$ cat config.mk
export PLATFORM = sky130hd
export DESIGN_NAME = hall_commutator_deadtime
export DESIGN_NICKNAME = d
export VERILOG_FILES = /design/src/rtl/hall_commutator_pkg.sv /design/src/rtl/hall_commutator_deadtime.sv
export SDC_FILE = /design/constraint.sdc
export NUM_CORES = 1
export LEC_CHECK = 0
export BUFFER_PORTS_ARGS = -buffer_cell sky130_fd_sc_hd__buf_2
export CELL_PAD_IN_SITES_DETAIL_PLACEMENT = 0
export CELL_PAD_IN_SITES_GLOBAL_PLACEMENT = 1
export CORE_MARGIN = 10
export CORE_UTILIZATION = 23
export DETAILED_ROUTE_END_ITERATION = 12
export PLACE_DENSITY = 0.58
export SKIP_CTS_REPAIR_TIMING = 1
export SYNTH_ARGS = -nofsm -noshare
export SYNTH_HDL_FRONTEND = slang
export SYNTH_SLANG_ARGS = --single-unit
$ cat constraint.sdc
create_clock -name hclk -period 5.3 [get_ports hclk]
set_input_delay 0.265 -clock hclk [delete_from_list [all_inputs] [get_ports hclk]]
set_output_delay 0.265 -clock hclk [all_outputs]
set_load 0.1 [all_outputs]
$ cat src/rtl/hall_commutator_pkg.sv
// constants, register map and carrier types of the hall commutator
// assumes a 100 MHz hclk and a single AHB-Lite slave port
package hall_commutator_pkg;
	localparam int CLK_PERIOD_NS = 10;
	// dead-time clock period, two of them form the blanking window
	localparam int OSC_PERIOD_NS = 2400;
	localparam int OSC_PERIOD_CYCLES = (OSC_PERIOD_NS + CLK_PERIOD_NS - 1) / CLK_PERIOD_NS;
	localparam int DEAD_PERIODS = 2;

	localparam logic [11:0] CTRL_OFFSET = 12'h000;
	localparam logic [11:0] OSC_OFFSET = 12'h004;
	localparam logic [11:0] STATUS_OFFSET = 12'h008;

	localparam int CTRL_DIRECTION_BIT = 0;
	localparam int CTRL_INHIBIT_BIT = 1;
	localparam int CTRL_BLANK_EN_BIT = 2;
	localparam int CTRL_SEL30_BIT = 3;
	localparam logic [3:0] CTRL_RESET = 4'h6;
	localparam logic [15:0] OSC_RESET = 16'(OSC_PERIOD_CYCLES);
	// stages disagree after reset so the outputs start blanked
	localparam logic [2:0] STAGES_RESET = 3'h2;

	localparam int STATUS_SENSOR_LSB = 0;
	localparam int STATUS_STAGE_LSB = 4;
	localparam int STATUS_GATE_LSB = 8;
	localparam int STATUS_DRIVE_LSB = 12;

	typedef struct packed {
		logic [2:0] sink;
		logic [2:0] source;
	} drive_t;

	typedef struct packed {
		logic [2:0] sens_meta;
		logic [2:0] sens_sync;
		logic [3:0] ctrl;
		logic [15:0] osc_period;
		logic [15:0] osc_count;
		logic [2:0] stages;
		logic wr_pending;
		logic [11:0] wr_addr;
		logic [31:0] rdata;
		logic readyout;
		drive_t drive;
	} state_t;
endpackage : hall_commutator_pkg

$ cat src/rtl/hall_commutator_deadtime.sv
// brushless commutation decoder with direction dead-time blanking
// assumes Hall sensor pins asynchronous to hclk and one AHB-Lite master
//
// Design decisions made here: the AHB-Lite slave port and the placing of the registers.
`timescale 1ns/1ps

// Function
// - blanking works only while blank enable set
// - direction change blanks outputs two oscillator periods
// - three-stage shift register fed by direction
// - only stages run on oscillator tick
// - outputs enabled when all stages agree
// - first stage change disables gates until last
// - blanking starts within one oscillator period
// - select bit one picks 30-degree decoding
// - reversed 30-degree sequence uses 30-degree decoding
// - rotated 60-degree sequences use 60-degree decoding
// - shifted 30-degree sequence uses 30-degree decoding
// - 60-degree code table to sink/source pairs
// - 30-degree code table to same pairs
// - direction low swaps sink and source
// - inhibit forces all six outputs off
module hall_commutator_deadtime (
	input wire logic hclk,
	input wire logic hresetn,
	input wire logic hsel,
	input wire logic [31:0] haddr,
	input wire logic [1:0] htrans,
	input wire logic hwrite,
	input wire logic [2:0] hsize,
	input wire logic [31:0] hwdata,
	input wire logic hready,
	output logic [31:0] hrdata,
	output logic hreadyout,
	output logic hresp,
	input wire logic rotor_sensor_a,
	input wire logic rotor_sensor_b,
	input wire logic rotor_sensor_c,
	output hall_commutator_pkg::drive_t drive
);
	import hall_commutator_pkg::*;

	state_t cur;
	state_t next_state;

	// range index 0..5 for a valid code, 7 for a code outside the table
	function automatic logic [2:0] decode_range(input logic [2:0] code, input logic sel30);
		logic [2:0] r;
		r = 3'h7;
		if (sel30) begin
			unique case (code)
				3'h0: r = 3'h0;
				3'h1: r = 3'h1;
				3'h3: r = 3'h2;
				3'h7: r = 3'h3;
				3'h6: r = 3'h4;
				3'h4: r = 3'h5;
				default: r = 3'h7;
			endcase
		end else begin
			unique case (code)
				3'h5: r = 3'h0;
				3'h4: r = 3'h1;
				3'h6: r = 3'h2;
				3'h2: r = 3'h3;
				3'h3: r = 3'h4;
				3'h1: r = 3'h5;
				default: r = 3'h7;
			endcase
		end
		return r;
	endfunction : decode_range

	function automatic drive_t range_drive(input logic [2:0] r);
		drive_t d;
		d = '0;
		unique case (r)
			3'h0: d = '{sink: 3'h1, source: 3'h2};
			3'h1: d = '{sink: 3'h1, source: 3'h4};
			3'h2: d = '{sink: 3'h2, source: 3'h4};
			3'h3: d = '{sink: 3'h2, source: 3'h1};
			3'h4: d = '{sink: 3'h4, source: 3'h1};
			3'h5: d = '{sink: 3'h4, source: 3'h2};
			default: d = '0;
		endcase
		return d;
	endfunction : range_drive

	logic gate_all_high;
	logic gate_all_low;
	logic outputs_enabled;
	logic osc_tick;
	drive_t decoded;
	logic [2:0] range_idx;
	logic addr_phase;
	logic [11:0] addr_low;
	logic [31:0] read_value;

	always_comb begin
		next_state = cur;

		// sensor pins pass two flip-flops before decoding
		next_state.sens_meta = {rotor_sensor_a, rotor_sensor_b, rotor_sensor_c};
		next_state.sens_sync = cur.sens_meta;

		// dead-time oscillator: one tick per programmed period
		osc_tick = (cur.osc_count == 16'h0000);
		if (osc_tick) begin
			next_state.osc_count = (cur.osc_period == 16'h0000) ? 16'h0000 : cur.osc_period - 16'h0001;
		end else begin
			next_state.osc_count = cur.osc_count - 16'h0001;
		end

		// stages sample direction only on the tick; the sink/source swap reads it every cycle
		if (osc_tick) begin
			next_state.stages = {cur.stages[1:0], cur.ctrl[CTRL_DIRECTION_BIT]};
		end

		gate_all_high = &cur.stages;
		gate_all_low = ~|cur.stages;
		// any stage disagreeing closes both gates
		outputs_enabled = cur.ctrl[CTRL_BLANK_EN_BIT] ? (gate_all_high | gate_all_low) : 1'b1;

		// sensor order a,b,c maps to code bits 2,1,0
		range_idx = decode_range(cur.sens_sync, cur.ctrl[CTRL_SEL30_BIT]);
		decoded = range_drive(range_idx);
		if (!cur.ctrl[CTRL_DIRECTION_BIT]) begin
			decoded = '{sink: decoded.source, source: decoded.sink};
		end
		if (cur.ctrl[CTRL_INHIBIT_BIT] || !outputs_enabled) begin
			decoded = '0;
		end
		next_state.drive = decoded;

		// ahb-lite slave, zero wait states, always okay
		addr_phase = hsel && htrans[1] && hready;
		addr_low = {haddr[11:2], 2'b00};
		read_value = 32'h0000_0000;
		unique case (addr_low)
			CTRL_OFFSET: read_value = {28'h000_0000, cur.ctrl};
			OSC_OFFSET: read_value = {16'h0000, cur.osc_period};
			STATUS_OFFSET: begin
				read_value[STATUS_SENSOR_LSB +: 3] = cur.sens_sync;
				read_value[STATUS_STAGE_LSB +: 3] = cur.stages;
				read_value[STATUS_GATE_LSB] = gate_all_high;
				read_value[STATUS_GATE_LSB + 1] = gate_all_low;
				read_value[STATUS_DRIVE_LSB +: 6] = cur.drive;
			end
			default: read_value = 32'h0000_0000;
		endcase

		if (cur.wr_pending) begin
			unique case (cur.wr_addr)
				CTRL_OFFSET: next_state.ctrl = hwdata[3:0];
				OSC_OFFSET: next_state.osc_period = hwdata[15:0];
				default: next_state.ctrl = next_state.ctrl;
			endcase
		end

		next_state.wr_pending = addr_phase && hwrite;
		next_state.wr_addr = addr_low;
		next_state.rdata = (addr_phase && !hwrite) ? read_value : 32'h0000_0000;
		next_state.readyout = 1'b1;
	end

	always_ff @(posedge hclk or negedge hresetn) begin
		if (!hresetn) begin
			cur <= '{sens_meta: 3'h0, sens_sync: 3'h0, ctrl: CTRL_RESET, osc_period: OSC_RESET,
				osc_count: OSC_RESET, stages: STAGES_RESET, wr_pending: 1'b0, wr_addr: 12'h000,
				rdata: 32'h0000_0000, readyout: 1'b1, drive: '0};
		end else begin
			cur <= next_state;
		end
	end

	assign hrdata = cur.rdata;
	assign hreadyout = cur.readyout;
	assign hresp = 1'b0;
	assign drive = cur.drive;

	initial begin
		assert (OSC_PERIOD_CYCLES >= 1 && OSC_PERIOD_CYCLES < 65536)
		else $error("oscillator period does not fit its register");
	end
endmodule : hall_commutator_deadtime

After elaboration in Yosys (flattened, before gate mapping)
Index checks and enable logic that the tools add are counted.

operators by class
  reductions and logical operators = 18
  muxes and demuxes = 17
  bitwise gates (word level) = 1
  equal/unequal tests = 15
  add/sub/neg operators = 2

operator list
  operator                                              count
  case mux 3 bit (6 select lines)                       2
  case mux 6 bit (6 select lines)                       1
  zero test 16 bit                                      2
  2-to-1 mux 16 bit                                     2
  subtractor 16 x 1 -> 16 bit, second input constant    2
  equality test 10 x 1 -> 1 bit, second input constant  2
  equality test 3 bit, second input constant            6
  2-to-1 mux 18 bit                                     1
  equality test 3 x 2 -> 1 bit, second input constant   4
  zero test 12 bit                                      1
  2-to-1 mux 6 bit                                      2
  case mux 6 bit (2 select lines)                       1
  equality test 10 x 2 -> 1 bit, second input constant  1
  zero test 10 bit                                      1
  case mux 3 bit (3 select lines)                       1
  equality test 3 x 1 -> 1 bit, second input constant   2
  zero test 3 bit                                       2
  case mux 3 bit (2 select lines)                       1
  logical AND 1 bit                                     4
  case mux 2 bit (2 select lines)                       1
  AND reduction 2 bit                                   2
  zero test 1 bit                                       3
  2-to-1 mux 3 bit                                      1
  AND reduction 3 bit                                   1
  other kinds (6)                                       7

storage, ports and cells
  register bits = 80
  input bits = 77
  output and inout port bits = 40

Longest topological paths before layout
  depth after elaboration = 7
  depth in mapped cells = 8

Worst setup path after synthesis
Ideal clock, no wire load.

  path type = register to register
  start point = register cur[71] (netlist name)
  end point = register cur[58] (netlist name)
  slack = 3335 ps
  data arrival time = 1830 ps
  setup time = 135 ps
  clock period less this slack = 1965 ps
  stages on the path, launching flop included = 9
  cell sequence = dfrtp_1 inv_1 ha_1 nor3b_2 nand3_1 or4_4 nand2_2 buf_6 o22ai_1

RTL lines
  what                      RTL line                         RTL
  start: declaration        hall_commutator_deadtime.sv:43   state_t cur;
  start signal: assignment  hall_commutator_deadtime.sv:168  cur <= '{sens_meta: 3'h0, sens_sync: 3'h0, ctrl: CTRL_RESET, osc_period: OSC_RESET,
  start signal: assignment  hall_commutator_deadtime.sv:172  cur <= next_state;

==> results.toml <==
[outcome]
status = "finished, final reports clean"

[yosys]
synthTopCellsByArea = "dfrtp_1 46%, buf_4 7.9%, dfstp_2 7.6%, mux2_2 6.9%, xnor2_1 3.7%"
syn_inst = 335
synth_ff_type = "dfrtp_1"
synth_top_area_share_pct = 45.7
ys_ff_latch = 80
yosysSeqAreaShare_pct = 53.3
synth-edff-count = 0
yosys_warnings = 0
synth_top_cell_by_area = "dfrtp_1"
syn-cell-area_mm2 = 0.00378
avgSynthCellArea_um2 = 11.3
synth-async-reset-ratio_pct = 100
synth.distinct_cells = 42

[route]
first_iter_violations = 78
wl_mm = 9.04
antenna_left = 0
viasPerCell = 4.20
drc_errors = 0
wl_per_cell_um = 15.2
firstDrtPassIters = 4
vias = 2491

[floorplanning]
die_x_um = 148
design.core.area_mm2 = 0.0160
initial_core_util_pct = 23.6
rows = 46
pin_count = 117
die-height_um = 148
dieArea_mm2 = 0.0220

[clocking]
cts_sinks = 80
clk_path_buf_depth = 2
clk_pin_slew_ns = 0.06
tritoncts = "done"
numCtsBuffers = 9
clk_latency_ns = 0.34
h-tree-depth = 3
clockRootBuffer = "clkbuf_16"

[final_layout]
postLayoutCoreUtil_pct = 27.4
final_cells = 593
final_cell_mix = "69 x dfrtp_1, 57 x buf_2, 37 x nor2_1, 23 x mux2_2"
final_area_mm2 = 0.00438
syn_to_final_growth_pct = 16.0
drive_gt1_share_pct = 31.4
fillers = 1697
final_common_cell = "dfrtp_1"
layout.nets = 450

[setup_path]
r2r_cells = 7
crit_path_end_kind = "register"
rr_startpoint = "cur[55]"
path_max_fanout = 17
cp.arrival_ns = 3.07
required_ns = 5.55
critPathSlowestCell = "nor3_4"
regToRegSetupSlack_ns = 2.48
timing.rr.end = "cur[67]"
slowest_delay_ns = 0.73
startpoint = "cur[55]"
cp-start-kind = "register"
cp-endpoint = "cur[67]"
worstSetupPathType = "reg2reg"
crit_chain = "inv_1, ha_1, nor3b_2, nand3_1, nor3_4, nand2_2, o21ai_0"

[global_route]
antenna_found_initial = 4
grt-ovfl-total = 0
grt_first_pass_wirelength_mm = 14.4
grt_pass1_vias = 2634
grt_usage_pct = 8.40
grt_max_degree = 81

[pwr]
p_total_mw = 1.67
pwr_density_cell_mw_per_mm2 = 380
leakage_nw = 1.92
peakVddDrop_mv = 0.167

[min_path]
hp-class = "in2reg"

[timing]
fin_tns_setup_ns = 0
finalSetupViolations = 0
fin_crit_ns = 2.82
max_freq_ghz = 0.354
period_share_pct = 53.3
slew_viol_final = 0
tightest_slew_ns = 1.05
max-slew-margin-rel_pct = 30.2
finalClockSkew_ns = 0.00524
hold_viol = 0
rsz0062_at_grt = "no"

[place]
placed_cell_area_mm2 = 0.00406
dp_cells = 576
gp_congestion = 0.778
hpwl_mm = 6.86
io_buffers = 58

[flow_run]
cap_viol_max_count = 0
## metrics by stage
stage,worst slack [ns],hold slack (ns)
after floorplan,3.33,-0.0306
after global placement,2.51,0.338
after detailed placement,2.45,0.338
after CTS,2.45,0.0211
after global routing,2.17,0.0155
final,2.48,0.0303
## per-layer routing
metal	part of all wire [%]	vias to the layer above	track usage, %	routed length [um]
li1	-	1180	-	-
met1	45	1228	10.0	4040
met2	46	70	13.1	4190
met3	7.6	11	3.85	685
met4	1.1	2	2.82	102
met5	0.14	-	0	13
## cells in the mapped netlist, types with 4 or more instances
cell type,instances
nor2_1,37
nor2b_1,7
o22ai_1,8
xor2_1,8
and3_1,6
mux2i_1,7
a21oi_1,9
mux2_2,23
buf_4,40
nor3_1,11
dfstp_2,11
o21ai_0,4
inv_1,7
nor4_1,9
xnor2_1,16
nand2_1,11
dfrtp_1,69
a22oi_1,10
nand3_1,5
clkbuf_1,5
## layout make-up
class / instances / area [um^2] / area share, %
clock inverter: 5 / 80.1 / 1.83
antenna: 1 / 2.50 / 0.0571
sequential: 80 / 2020 / 46.0
inverter: 7 / 26.3 / 0.599
multi-input combinational: 215 / 1450 / 33.2
timing repair buffer: 58 / 293 / 6.68
clock buffer: 11 / 243 / 5.54
tap: 216 / 270 / 6.16
## power by group
group          leakage, nW  switching [mW]  internal [mW]  total (mW)
Clock                0.152           0.239          0.424       0.663
Sequential           0.978          0.0689          0.686       0.755
Combinational        0.792           0.153         0.0939       0.247
## worst max-delay path, delay by kind of cell, from the launching register on
family / cells / cell delay (ns)
AO/OA/AOI/OAI: 1 / 0.26
flip-flops: 1 / 0.42
adder cells (fa/ha/maj): 1 / 0.17
AND/OR/NAND/NOR: 4 / 1.80
buffers and inverters: 1 / 0.07
## kinds of logic after synthesis
kind of cell / after synthesis / synth area share, %
xor+xnor: 24 / 5.56
other cells: 2 / 0.199
flops: 80 / 53.3
simple gates: 104 / 15.0
fa+ha+maj: 2 / 0.662
mux: 30 / 8.71
buf+inv: 54 / 9.57
compound gates: 39 / 6.99
## state kept, by name, summed over array words and instances, names as in the netlist
signal / cells
cur: 56
hrdata: 18
drive: 6
## how the worst min path moves through the flow
| stage | cells past startpoint | from | end | slack (ns) |
|---|---|---|---|---|
| floorplan | 0 | hresetn | cur[41] | -0.03 |
| global placement | 0 | cur[94] | cur[91] | 0.34 |
| detailed placement | 0 | cur[94] | cur[91] | 0.34 |
| CTS | 1 | rotor_sensor_b | cur[95] | 0.02 |
| global route | 1 | rotor_sensor_a | cur[96] | 0.02 |
| finish | 1 | rotor_sensor_b | cur[95] | 0.03 |
Note: power is estimated with default switching activity, not from simulation.
